**config.mk**
```make
export PLATFORM = sky130hd
export DESIGN_NAME = vcs_vector_state
export DESIGN_NICKNAME = d
export VERILOG_FILES = /design/src/rtl/vcs_pkg.sv /design/src/rtl/vcs_vector_state.sv /design/src/rtl/vcs_vreg_file.sv /design/src/rtl/vcs_vtype_check.sv
export VERILOG_INCLUDE_DIRS = /design/src /design/src/rtl
export SDC_FILE = /design/constraint.sdc
export NUM_CORES = 2
export LEC_CHECK = 0
export BUFFER_PORTS_ARGS = -buffer_cell sky130_fd_sc_hd__buf_2
export CORE_AREA = 2 2 515 517
export CTS_BUF_LIST = sky130_fd_sc_hd__clkbuf_2
export DETAILED_ROUTE_END_ITERATION = 8
export DIE_AREA = 0 0 517 519
export HOLD_SLACK_MARGIN = 0.05
export PLACE_DENSITY_LB_ADDON = 0.08
export SYNTH_ARGS = -nofsm -noshare
export SYNTH_HDL_FRONTEND = slang
export SYNTH_SLANG_ARGS = --single-unit
```
**constraint.sdc**
```tcl
create_clock -name clk -period 9.88 [get_ports clk]
set_input_delay 2.47 -clock clk [delete_from_list [all_inputs] [get_ports clk]]
set_output_delay 2.47 -clock clk [all_outputs]
set_load 0.02 [all_outputs]
```
**src/rtl/vcs_params.svh**
```systemverilog
`ifndef VCS_PARAMS_SVH
`define VCS_PARAMS_SVH

// architectural sizes
`define VCS_XLEN 32
`define VCS_NUM_VREGS 32
`define VCS_VREG_ADDR_BITS 5
`define VCS_VREG_BITS 128
`define VCS_MAX_ELEMENT_BITS 64

// context status encoding
`define VCS_CTX_OFF 2'h0
`define VCS_CTX_INITIAL 2'h1
`define VCS_CTX_CLEAN 2'h2
`define VCS_CTX_DIRTY 2'h3

// context status field position in the status views
`define VCS_VS_MSB 10
`define VCS_VS_LSB 9

// vector type field positions
`define VCS_VT_MASK_AGN 7
`define VCS_VT_TAIL_AGN 6
`define VCS_VT_SEW_MSB 5
`define VCS_VT_SEW_LSB 3
`define VCS_VT_GROUP_MULTIPLIER_MSB 2
`define VCS_VT_GROUP_MULTIPLIER_LSB 0
`define VCS_VT_RSVD_LSB 8

// encodings
`define VCS_GROUP_MULTIPLIER_RESERVED 3'h4
`define VCS_SEW_CODE_64 2'h3

// reset values
`define VCS_MISA_V_RESET 1'h1
`define VCS_ILL_RESET 1'h1

`endif

```
**src/rtl/vcs_pkg.sv**
```systemverilog
`include "vcs_params.svh"

package vcs_pkg;

  typedef enum logic [1:0] {
    ctx_off = `VCS_CTX_OFF,
    ctx_initial = `VCS_CTX_INITIAL,
    ctx_clean = `VCS_CTX_CLEAN,
    ctx_dirty = `VCS_CTX_DIRTY
  } vcs_ctx_t;

  typedef struct packed {
    logic config_illegal;
    logic mask_agnostic;
    logic tail_agnostic;
    logic [2:0] element_width_sel;
    logic [2:0] group_mult_sel;
  } vcs_vtype_t;

  // one decoded operation from the pipeline
  typedef struct packed {
    logic valid;
    logic is_csr;
    logic csr_write;
    logic csr_is_vtype;
    logic modifies;
  } vcs_op_t;

  typedef struct packed {
    vcs_ctx_t mstatus_vs;
    vcs_ctx_t sstatus_vs;
    vcs_ctx_t vsstatus_vs;
    logic mstatus_sd;
    logic vsstatus_sd;
  } vcs_status_t;

  // element width in bits for a width code, zero for reserved codes
  function automatic logic [7:0] vcs_sew_bits(input logic [2:0] code);
    logic [7:0] r;
    r = 8'h00;
    case (code)
      3'h0: r = 8'h08;
      3'h1: r = 8'h10;
      3'h2: r = 8'h20;
      3'h3: r = 8'h40;
      default: r = 8'h00;
    endcase
    return r;
  endfunction : vcs_sew_bits

endpackage : vcs_pkg

```
**src/rtl/vcs_vector_state.sv**
```systemverilog
// Summary of operation
// - thirty-two vector registers of parameter width
// - context field at 10:9, supervisor view mirrors
// - machine field off traps vector work
// - state change turns initial/clean into dirty
// - may go dirty early without change
// - machine summary bit set when dirty
// - field exists without enable; enable writable
// - guest field at 10:9 with hypervisor
// - virtualized: either field off traps
// - virtualized change dirties both fields
// - guest summary bit set when dirty
// - type register read-only, set-length updates
// - top bit flags illegal configuration
// - type layout: agnostic bits, width, multiplier
// - width codes 8,16,32,64; top bit reserved
// - register holds bits/width elements
// - narrow build stores seven bits only
// - widths may depend on multiplier
// - multiplier is signed power of two
// - too-small fraction may flag illegal
`timescale 1ns/100ps
`default_nettype none
`include "vcs_params.svh"

module vcs_vector_state #(
  parameter int XLEN = `VCS_XLEN,
  parameter int VECTOR_REG_BITS = `VCS_VREG_BITS,
  parameter int MAX_ELEMENT_BITS = `VCS_MAX_ELEMENT_BITS,
  parameter bit HYP_PRESENT = 1'b1,
  parameter bit VS_RESET_ON = 1'b0,
  parameter bit EAGER_DIRTY = 1'b0,
  parameter bit RESTRICT_FRAC = 1'b1,
  parameter bit COMPACT_VTYPE = (MAX_ELEMENT_BITS == 32)
) (
  input wire logic clk,
  input wire logic arst_n,
  input wire vcs_pkg::vcs_op_t op,
  input wire logic virt_mode,
  input wire logic misa_v_wr,
  input wire logic misa_v_wdata,
  output logic misa_v,
  input wire logic ms_vs_wr,
  input wire logic [1:0] ms_vs_wdata,
  input wire logic gs_vs_wr,
  input wire logic [1:0] gs_vs_wdata,
  input wire logic ms_sd_base,
  input wire logic gs_sd_base,
  input wire logic setvl_valid,
  input wire logic [XLEN-1:0] setvl_vtype,
  input wire logic vreg_we,
  input wire logic [`VCS_VREG_ADDR_BITS-1:0] vreg_waddr,
  input wire logic [VECTOR_REG_BITS-1:0] vreg_wdata,
  input wire logic [`VCS_VREG_ADDR_BITS-1:0] vreg_raddr,
  output logic [VECTOR_REG_BITS-1:0] vreg_rdata,
  output vcs_pkg::vcs_status_t status,
  output logic illegal_instr,
  output logic [XLEN-1:0] vtype_rdata,
  output vcs_pkg::vcs_vtype_t vtype_fields,
  output logic [16:0] elements_per_reg
);
  import vcs_pkg::*;

  if (XLEN != 32 && XLEN != 64) begin : g_bad_xlen
    $error("XLEN must be 32 or 64");
  end
  if (MAX_ELEMENT_BITS != 32 && MAX_ELEMENT_BITS != 64) begin : g_bad_max_element_bits
    $error("widest element must be 32 or 64 bits");
  end
  if (VECTOR_REG_BITS < MAX_ELEMENT_BITS || VECTOR_REG_BITS > 65536
      || (VECTOR_REG_BITS & (VECTOR_REG_BITS - 1)) != 0) begin : g_bad_vector_reg_bits
    $error("vector register width must be a power of two, >= widest element");
  end
  if (COMPACT_VTYPE && MAX_ELEMENT_BITS != 32) begin : g_bad_compact
    $error("compact type storage needs a 32-bit widest element");
  end

  localparam vcs_ctx_t VS_RESET = VS_RESET_ON ? ctx_initial : ctx_off;

  // ---------------- context status ----------------
  vcs_ctx_t ms_vs;
  vcs_ctx_t gs_vs;
  logic misa_v_q;
  vcs_ctx_t next_ms_vs;
  vcs_ctx_t next_gs_vs;
  logic next_misa_v;

  logic guest_active;
  logic blocked;
  logic vtype_write_try;
  logic op_legal;
  logic setvl_legal;
  logic vreg_we_legal;
  logic state_change;

  always_comb begin
    guest_active = HYP_PRESENT && virt_mode;
    blocked = (ms_vs == ctx_off)
            | (guest_active & (gs_vs == ctx_off))
            | ~misa_v_q;
    vtype_write_try = op.valid & op.is_csr & op.csr_write & op.csr_is_vtype;
    illegal_instr = ((op.valid | setvl_valid) & blocked)
                  | vtype_write_try;
    op_legal = op.valid & ~illegal_instr;
    setvl_legal = setvl_valid & ~blocked;
    vreg_we_legal = vreg_we & ~blocked;
    state_change = (op_legal & (op.modifies | (op.is_csr & op.csr_write)))
                 | setvl_legal | vreg_we_legal;
    if (EAGER_DIRTY) begin
      state_change = state_change | op_legal | setvl_legal;
    end
  end

  always_comb begin
    next_misa_v = misa_v_wr ? misa_v_wdata : misa_v_q;
    // software write first, hardware dirtying wins over it unless the write is off
    next_ms_vs = ms_vs_wr ? vcs_ctx_t'(ms_vs_wdata) : ms_vs;
    if (state_change && next_ms_vs != ctx_off) begin
      next_ms_vs = ctx_dirty;
    end
    next_gs_vs = gs_vs;
    if (HYP_PRESENT) begin
      if (gs_vs_wr) begin
        next_gs_vs = vcs_ctx_t'(gs_vs_wdata);
      end
      if (guest_active && state_change && next_gs_vs != ctx_off) begin
        next_gs_vs = ctx_dirty;
      end
    end
  end

  always_ff @(posedge clk or negedge arst_n) begin
    if (!arst_n) begin
      ms_vs <= VS_RESET;
      gs_vs <= VS_RESET;
      misa_v_q <= `VCS_MISA_V_RESET;
    end else begin
      ms_vs <= next_ms_vs;
      gs_vs <= next_gs_vs;
      misa_v_q <= next_misa_v;
    end
  end

  always_comb begin
    misa_v = misa_v_q;
    status.mstatus_vs = ms_vs;
    status.sstatus_vs = ms_vs;
    status.vsstatus_vs = HYP_PRESENT ? gs_vs : ctx_off;
    status.mstatus_sd = ms_sd_base | (ms_vs == ctx_dirty);
    status.vsstatus_sd = HYP_PRESENT
                       & (gs_sd_base | (gs_vs == ctx_dirty));
  end

  // ---------------- vector type ----------------
  vcs_vtype_t vt_req;
  vcs_vtype_t vt_cur;

  vcs_vtype_check #(
    .XLEN(XLEN),
    .MAX_ELEMENT_BITS(MAX_ELEMENT_BITS),
    .RESTRICT_FRAC(RESTRICT_FRAC)
  ) u_check (
    .req_raw(setvl_vtype),
    .result(vt_req)
  );

  if (COMPACT_VTYPE) begin : g_compact
    // illegal kept as the unused 64-bit width code
    logic [6:0] vt_small;
    logic [6:0] next_vt_small;

    always_comb begin
      next_vt_small = vt_small;
      if (setvl_legal) begin
        if (vt_req.config_illegal) begin
          next_vt_small = {2'h0, `VCS_SEW_CODE_64, 3'h0};
        end else begin
          next_vt_small = {vt_req.mask_agnostic, vt_req.tail_agnostic,
                           vt_req.element_width_sel[1:0], vt_req.group_mult_sel};
        end
      end
    end

    always_ff @(posedge clk or negedge arst_n) begin
      if (!arst_n) begin
        vt_small <= {2'h0, `VCS_SEW_CODE_64, 3'h0};
      end else begin
        vt_small <= next_vt_small;
      end
    end

    always_comb begin
      vt_cur = '0;
      if (vt_small[4:3] == `VCS_SEW_CODE_64) begin
        vt_cur.config_illegal = 1'b1;
      end else begin
        vt_cur.mask_agnostic = vt_small[6];
        vt_cur.tail_agnostic = vt_small[5];
        vt_cur.element_width_sel = {1'b0, vt_small[4:3]};
        vt_cur.group_mult_sel = vt_small[2:0];
      end
    end
  end else begin : g_full
    vcs_vtype_t vt_q;
    vcs_vtype_t next_vt;

    always_comb begin
      next_vt = vt_q;
      if (setvl_legal) begin
        next_vt = vt_req;
      end
    end

    always_ff @(posedge clk or negedge arst_n) begin
      if (!arst_n) begin
        vt_q <= '{config_illegal: `VCS_ILL_RESET, default: '0};
      end else begin
        vt_q <= next_vt;
      end
    end

    always_comb begin
      vt_cur = vt_q;
    end
  end

  logic [3:0] sew_log2;

  always_comb begin
    vtype_fields = vt_cur;
    vtype_rdata = '0;
    vtype_rdata[XLEN-1] = vt_cur.config_illegal;
    vtype_rdata[`VCS_VT_MASK_AGN] = vt_cur.mask_agnostic;
    vtype_rdata[`VCS_VT_TAIL_AGN] = vt_cur.tail_agnostic;
    vtype_rdata[`VCS_VT_SEW_MSB:`VCS_VT_SEW_LSB] = vt_cur.element_width_sel;
    vtype_rdata[`VCS_VT_GROUP_MULTIPLIER_MSB:`VCS_VT_GROUP_MULTIPLIER_LSB] = vt_cur.group_mult_sel;
    // element size is 8 << code, so count is a plain shift
    sew_log2 = 4'(4'h3 + {2'h0, vt_cur.element_width_sel[1:0]});
    if (vt_cur.config_illegal || vcs_sew_bits(vt_cur.element_width_sel) == 8'h00) begin
      elements_per_reg = '0;
    end else begin
      elements_per_reg = 17'(VECTOR_REG_BITS >> sew_log2);
    end
  end

  // ---------------- register file ----------------
  vcs_vreg_file #(
    .NUM_REGS(`VCS_NUM_VREGS),
    .ADDR_BITS(`VCS_VREG_ADDR_BITS),
    .REG_BITS(VECTOR_REG_BITS)
  ) u_vregs (
    .clk(clk),
    .arst_n(arst_n),
    .we(vreg_we_legal),
    .waddr(vreg_waddr),
    .wdata(vreg_wdata),
    .raddr(vreg_raddr),
    .rdata(vreg_rdata)
  );

endmodule : vcs_vector_state
`default_nettype wire

```
**src/rtl/vcs_vreg_file.sv**
```systemverilog
`timescale 1ns/100ps
`default_nettype none
`include "vcs_params.svh"

module vcs_vreg_file #(
  parameter int NUM_REGS = `VCS_NUM_VREGS,
  parameter int ADDR_BITS = `VCS_VREG_ADDR_BITS,
  parameter int REG_BITS = `VCS_VREG_BITS
) (
  input wire logic clk,
  input wire logic arst_n,
  input wire logic we,
  input wire logic [ADDR_BITS-1:0] waddr,
  input wire logic [REG_BITS-1:0] wdata,
  input wire logic [ADDR_BITS-1:0] raddr,
  output logic [REG_BITS-1:0] rdata
);
  import vcs_pkg::*;

  logic [REG_BITS-1:0] regs [NUM_REGS];
  logic [REG_BITS-1:0] next_rdata;

  always_comb begin
    next_rdata = regs[raddr];
  end

  // storage has no reset, only the read port does
  always_ff @(posedge clk) begin
    if (we) begin
      regs[waddr] <= wdata;
    end
  end

  always_ff @(posedge clk or negedge arst_n) begin
    if (!arst_n) begin
      rdata <= '0;
    end else begin
      rdata <= next_rdata;
    end
  end

endmodule : vcs_vreg_file
`default_nettype wire

```
**src/rtl/vcs_vtype_check.sv**
```systemverilog
`timescale 1ns/100ps
`default_nettype none
`include "vcs_params.svh"

module vcs_vtype_check #(
  parameter int XLEN = `VCS_XLEN,
  parameter int MAX_ELEMENT_BITS = `VCS_MAX_ELEMENT_BITS,
  parameter bit RESTRICT_FRAC = 1'b1
) (
  input wire logic [XLEN-1:0] req_raw,
  output vcs_pkg::vcs_vtype_t result
);
  import vcs_pkg::*;

  logic [7:0] selected_element_width;
  logic [2:0] group_multiplier;
  logic [11:0] sew_scaled;
  logic [3:0] shift;
  logic bad;

  always_comb begin
    selected_element_width = vcs_sew_bits(req_raw[`VCS_VT_SEW_MSB:`VCS_VT_SEW_LSB]);
    group_multiplier = req_raw[`VCS_VT_GROUP_MULTIPLIER_MSB:`VCS_VT_GROUP_MULTIPLIER_LSB];
    shift = group_multiplier[2] ? 4'(4'h8 - {1'b0, group_multiplier}) : 4'h0;
    sew_scaled = 12'({4'h0, selected_element_width} << shift);
    bad = req_raw[XLEN-1]
        | (|req_raw[XLEN-2:`VCS_VT_RSVD_LSB])
        | (selected_element_width == 8'h00)
        | (12'(selected_element_width) > 12'(MAX_ELEMENT_BITS))
        | (group_multiplier == `VCS_GROUP_MULTIPLIER_RESERVED);
    // fractional groups must still hold a whole element
    if (RESTRICT_FRAC && group_multiplier[2] && (sew_scaled > 12'(MAX_ELEMENT_BITS))) begin
      bad = 1'b1;
    end
    result = '0;
    if (bad) begin
      result.config_illegal = 1'b1;
    end else begin
      result.mask_agnostic = req_raw[`VCS_VT_MASK_AGN];
      result.tail_agnostic = req_raw[`VCS_VT_TAIL_AGN];
      result.element_width_sel = req_raw[`VCS_VT_SEW_MSB:`VCS_VT_SEW_LSB];
      result.group_mult_sel = group_multiplier;
    end
  end

endmodule : vcs_vtype_check
`default_nettype wire

```
Yosys cells after proc, flatten, opt, wreduce, memory -nomap -nowiden:

Memory sizes are Yosys's and may differ from the RTL's. A register that Yosys moved wholly into a read port is not among the register bits.
Index checks and enable logic that the tools add are counted.

* muxes and demuxes: 13
* eq/ne operators: 9
* magnitude comparators: 2
* shift operators: 2
* reductions and logical operators: 15
* add/sub/neg operators: 2
* bitwise operators: 26

Operators by type and width (count)
* case mux 7 bit (4 select lines): 2
* OR reduction 23 bit: 1
* two-way mux 17 bit: 1
* right shift 8 x 3 -> 17 bit, first input constant: 1
* logical NOT 8 bit: 2
* OR 1 bit: 13
* == test 3 x 2 -> 1 bit, second input constant: 4
* greater-than comparator 12 x 7 -> 1 bit, second input constant: 1
* left shift 7 x 4 -> 12 bit: 1
* AND 1 bit: 10
* two-way mux 2 bit: 4
* two-way mux 8 bit: 1
* greater-than comparator 7 bit, second input constant: 1
* == test 3 x 1 -> 1 bit, second input constant: 2
* logical NOT 3 bit: 2
* == test 2 bit, second input constant: 2
* logical AND 1 bit: 4
* logical NOT 2 bit: 2
* two-way mux 1 bit: 4
* two-way mux 4 bit: 1
* nonzero test 2 bit: 2
* subtractor 4 x 3 -> 4 bit, first input constant: 1
* adder 2 x 2 -> 3 bit, first input constant: 1
* == test 3 bit, second input constant: 1
* other kinds (3): 5

* RAM bits: 4096
* bits of input ports: 190
* output and inout port bits: 196
* memories kept: 1
* register bits after elaboration: 14
* logic and storage cells: 78

Memories
* u_vregs.regs: words 32, bits a word 128, rd ports 1, clocked after memory_dff 1, write ports 1, RTL line vcs_vreg_file.sv:20 `logic [REG_BITS-1:0] regs [NUM_REGS];`

Longest topological paths before layout:

* depth after elaboration: 14
* depth in mapped cells: 9
* mapped depth without buffers: 6

Modules after synthesis:

From an unflattened synthesis, not the netlist that was laid out.

* cells, all modules: 6572
* area, all modules: 157175.7 µm²

Modules (own cells, without submodules)
* vcs_vreg_file: times used 1, area an instance 155862.0 µm², cells an instance 6440
* vcs_vector_state: times used 1, area an instance 1098.6 µm², cells an instance 104
* vcs_vtype_check: times used 1, area an instance 215.2 µm², cells an instance 28

Worst setup path after synthesis:

OpenSTA, ideal clock, no wires.

* kind: input to register
* start: input port virt_mode
* end: memory u_vregs.regs[12][0] in the netlist's numbering (enable)
* arrival time: 8909 ps
* library setup time: 617 ps
* path slack: 354 ps
* buffers on the path: 2
* data required time: 9263 ps
* stages: 6
* cell sequence: or3b_1 clkbuf_1 nand2_1 or4b_1 clkbuf_1 nor2_1

* word-level cells in the longest chain between the ends: 7

Ends and longest elaborated chain
* from (decl): RTL line vcs_vector_state.sv:39 `input wire logic virt_mode,`
* AND 1 bit: RTL line vcs_vector_state.sv:99 `| (guest_active & (gs_vs == ctx_off))`
* OR 1 bit: RTL line vcs_vector_state.sv:99
* OR 1 bit: RTL line vcs_vector_state.sv:100 `| ~misa_v_q;`
* inverter 1 bit: RTL line vcs_vector_state.sv:106 `vreg_we_legal = vreg_we & ~blocked;`
* AND 1 bit: RTL line vcs_vector_state.sv:106
* two-way mux 1 bit: RTL line vcs_vreg_file.sv:29 `if (we) begin`
* two-way mux 1 bit (not written as such): RTL line vcs_vreg_file.sv:30 `regs[waddr] <= wdata;`
* to (decl): RTL line vcs_vreg_file.sv:20

Every way passes these cells.

Final worst setup path:

* start: input port virt_mode
* end: output port illegal_instr

* word-level cells in the longest chain between the ends: 5

Ends and longest elaborated chain
* AND 1 bit: RTL line vcs_vector_state.sv:99
* OR 1 bit: RTL line vcs_vector_state.sv:99
* OR 1 bit: RTL line vcs_vector_state.sv:100
* AND 1 bit: RTL line vcs_vector_state.sv:102 `illegal_instr = ((op.valid | setvl_valid) & blocked)`
* OR 1 bit: RTL line vcs_vector_state.sv:103 `| vtype_write_try;`
* to (decl): RTL line vcs_vector_state.sv:57 `output logic illegal_instr,`

Every way passes these cells.

==> out/metrics.csv <==
stage;metric;value;unit
global_routing;Overflow after GRT;0;
floorplan;Die Width;517;um
logic_synthesis;multiplexer fraction of the synthesized cell area;14.5;%
global_routing;antenna violations before repair;39;
route;number of nets still failing antenna checks after routing;0;
pwr;power density over the cells;191;nW/um^2
final_layout;proportion of layout cells with a drive suffix above 1;37.1;%
sta;worst hold slack;0.531;ns
sta;setup repair after global routing missed its margin;no;
worst_hold_path;Worst Min Path Start;vtype_fields[8];
logic_synthesis;post-synthesis instance area;157000;sq um
global_routing;wire length of the first global-routing pass;565;mm
clock_tree;root buffer selected by CTS;clkbuf_2;
clock_tree;TritonCTS clock tree;built;
place;DP HPWL;191;mm
logic_synthesis;count of cell types in the netlist;49;
clock_tree;TritonCTS Buffers;1116;
worst_setup_path;R2R cell count;5;
pwr;Max rail drop VDD;0.000124;V
worst_setup_path;worst reg2reg path startpoint;misa_v;
final_layout;highest-count cells in the layout ignoring fill and taps;edfxtp_1, clkbuf_2, mux4_2;
clock_tree;count of instances resized after the clock tree is built;0;
worst_setup_path;endpoint required time on the critical path;7.41;ns
sta;headroom to the max-slew limit;10.5;%
sta;number of endpoints failing setup at the final stage;0;
worst_setup_path;Data arrival, critical path;3.68;ns
sta;fin crit period;6.15;ns
logic_synthesis;register bit total from synthesis;4238;
global_routing;Total GRT Usage;30.1;%
sta;maximum clock rate;163;MHz
clock_tree;clock insertion delay at the later pin of the skew report;2.16;ns
logic_synthesis;count of flip-flops with a built-in enable after synthesis;4096;
worst_setup_path;Crit Path Category;primary input to primary output;
sta;Max Transition Viols Final;0;
route;DRC;0;
route;routed wire length;397;mm
place;Port Buf Inserts;349;
clock_tree;Post-CTS Hold Fix Bufs;1;
sta;sum of negative setup slack;0;ns
route;number of detailed-routing iterations run before antenna repair;8;
clock_tree;clock tree sinks;4238;
flow_run;number of maximum-capacitance constraint violations;0;
floorplan;die area;268000;sq um
clock_tree;CTS clk-pin slew, worst paths;0.07;ns
floorplan;number of top-level pins;386;
place;final RePlAce weighted congestion;0.764;
sta;final worst-path cycle share;62.2;%
worst_setup_path;Critical Path Start Type;primary input;
route;overall via count from detail_route;79000;
floorplan;total core area;263000;sq um
global_routing;number of global-route vias before repair;81100;
worst_setup_path;Critical Path Sink Type;primary output;
global_routing;largest net degree at the start of global routing;137;
outcome;status;finished, final reports clean;
logic_synthesis;warnings from Yosys;0;
sta;clock skew;0.156;ns
logic_synthesis;share of synthesized flip-flops with an asynchronous set or reset;3.35;%
worst_setup_path;minimum setup slack among reg-to-reg paths;5.28;ns
clock_tree;htree depth;7;
logic_synthesis;combinational family with the most area after synthesis;multiplexers;
final_layout;Area growth syn-to-layout;9.76;%
pwr;P_leak;56.7;nW
route;per-cell via count in the routed design;6.51;
sta;Hold Violations, Final;0;
logic_synthesis;share of the synthesized area in compound gates (AO/OA/AOI/OAI);2.47;%
final_layout;number of fillers in the final layout;17900;
logic_synthesis;per-instance average area after synthesis;23.7;sq um
worst_hold_path;Hold Path Depth;2;
clock_tree;buffer count from post-CTS setup fixing;0;
route;routed wire length per instance;32.7;um
worst_hold_path;Worst Hold Class;flip-flop to flip-flop;
logic_synthesis;sequential fraction of the synthesis area;80.5;%
final_layout;most common cell after layout, fill and taps aside;edfxtp_1;
floorplan;floorplan row count;189;
final_layout;Post-layout nets;8060;
floorplan;vertical die dimension;519;um
logic_synthesis;cell count after synthesis;6646;
worst_hold_path;hold-critical path endpoint;vtype_fields[8];
sta;actual slew at the worst max-slew pin;1.34;ns
clock_tree;Bufs on Longest Clock Path;5;
route;starting DRC count in detailed routing;9399;
logic_synthesis;primary flip-flop cell chosen by synthesis mapping;edfxtp_1;
floorplan;Initial Utilization;59.7;%
logic_synthesis;area share of xor/xnor cells in the synthesized design;0;%
logic_synthesis;Synth Area in Adders;0.00796;%
logic_synthesis;Post-Synth Simple-Gate Area;1.02;%
worst_setup_path;worst flop-to-flop path endpoint;u_vregs.regs[5][82];
worst_setup_path;critical path fanouts, max;8;
==> routing by layer <==
metal  vias up  global-route usage (%)  wire (um)
li1      31700                       -          -
met1     42300                    42.6     155000
met2      4411                    47.4     198000
met3       563                    6.98      35600
met4        16                    9.72       8200
met5         -                       0        108
==> worst max path at each step <==
stage / slack, ns / startpoint / end / cells past startpoint
floorplan: 0.35 / virt_mode / u_vregs.regs[12][0] / 6
global placement: 3.27 / virt_mode / u_vregs.regs[5][23] / 6
detailed placement: 3.26 / virt_mode / u_vregs.regs[5][23] / 6
CTS: 3.42 / gs_vs[1] / illegal_instr / 4
global route: 3.42 / gs_vs[0] / illegal_instr / 4
finish: 3.73 / virt_mode / illegal_instr / 5
==> Yosys cell counts, drive strengths merged, types with 3 or more instances <==
cell    count  share of area, %
nand3b      3             0.014
a21oi       7             0.022
nand2       8             0.021
a22oi     145              0.69
a31o        8             0.045
mux2        3             0.021
dfrtp     140               2.2
nor2       41              0.10
edfxtp   4096                78
mux4      928                13
buf       290               1.2
and2       12             0.048
nand4      26              0.10
o22ai     416               1.7
mux2i     192               1.2
nand2b      4             0.016
clkbuf    121              0.29
nand3      57              0.18
nor2b       6             0.024
nor4      110              0.44
==> power by group <==
| group | switching, mW | total, mW | internal [mW] |
|---|---|---|---|
| registers | 0.108 | 19.9 | 19.8 |
| clock network | 6.76 | 11.4 | 4.67 |
| logic | 1.05 | 1.62 | 0.566 |
| total | 7.92 | 33.0 | 25.1 |
==> state kept, by name, summed over array words and instances (netlist names) <==
register       cells
gs_vs              2
ms_vs              2
misa_v             1
u_vregs.regs    4096
u_vregs.rdata    128
vtype_fields       9
==> layout make-up <==
| class | count | area (sq um) | area share, % |
|---|---|---|---|
| clock buffer | 1667 | 8340 | 4.84 |
| tap | 3533 | 4420 | 2.56 |
| clock inverter | 167 | 916 | 0.531 |
| timing repair buffer | 481 | 3380 | 1.96 |
| inverter | 2 | 7.51 | 0.00435 |
| sequential | 4238 | 127000 | 73.4 |
| multi-input combinational | 2030 | 28900 | 16.7 |
| antenna | 23 | 57.6 | 0.0334 |
==> metrics by stage <==
step | cell area (sq um) | worst slack, ns | total power [mW] | util [%] | cells
2_1_floorplan | 157000 | 0.354 | 21.2 | - | 6681
3_3_place_gp | 163000 | 3.27 | 21.9 | 62.0 | 10300
3_5_place_dp | 163000 | 3.26 | 22.0 | 62.0 | 10300
4_1_cts | 172000 | 3.42 | 33.3 | 65.5 | 12100
5_1_grt | 173000 | 3.42 | 34.3 | 65.5 | 12100
6_report | 173000 | 3.73 | 33.0 | 65.5 | 12100
==> critical path, stage by stage <==
cell and delay (ns):
buf_2 0.10, or3b_1 0.47, and2_0 0.26, a21oi_1 0.18
buf_2 0.19
==> kinds of logic after synthesis <==
kind of cell               count (synthesis)
AOI/OAI and AO/OA                        587
adders and majority gates                  1
buffers and inverters                    413
DFF                                     4238
muxes                                   1123
other                                      1
and+or+nand+nor                          283
(Power assumes the default switching activity.)
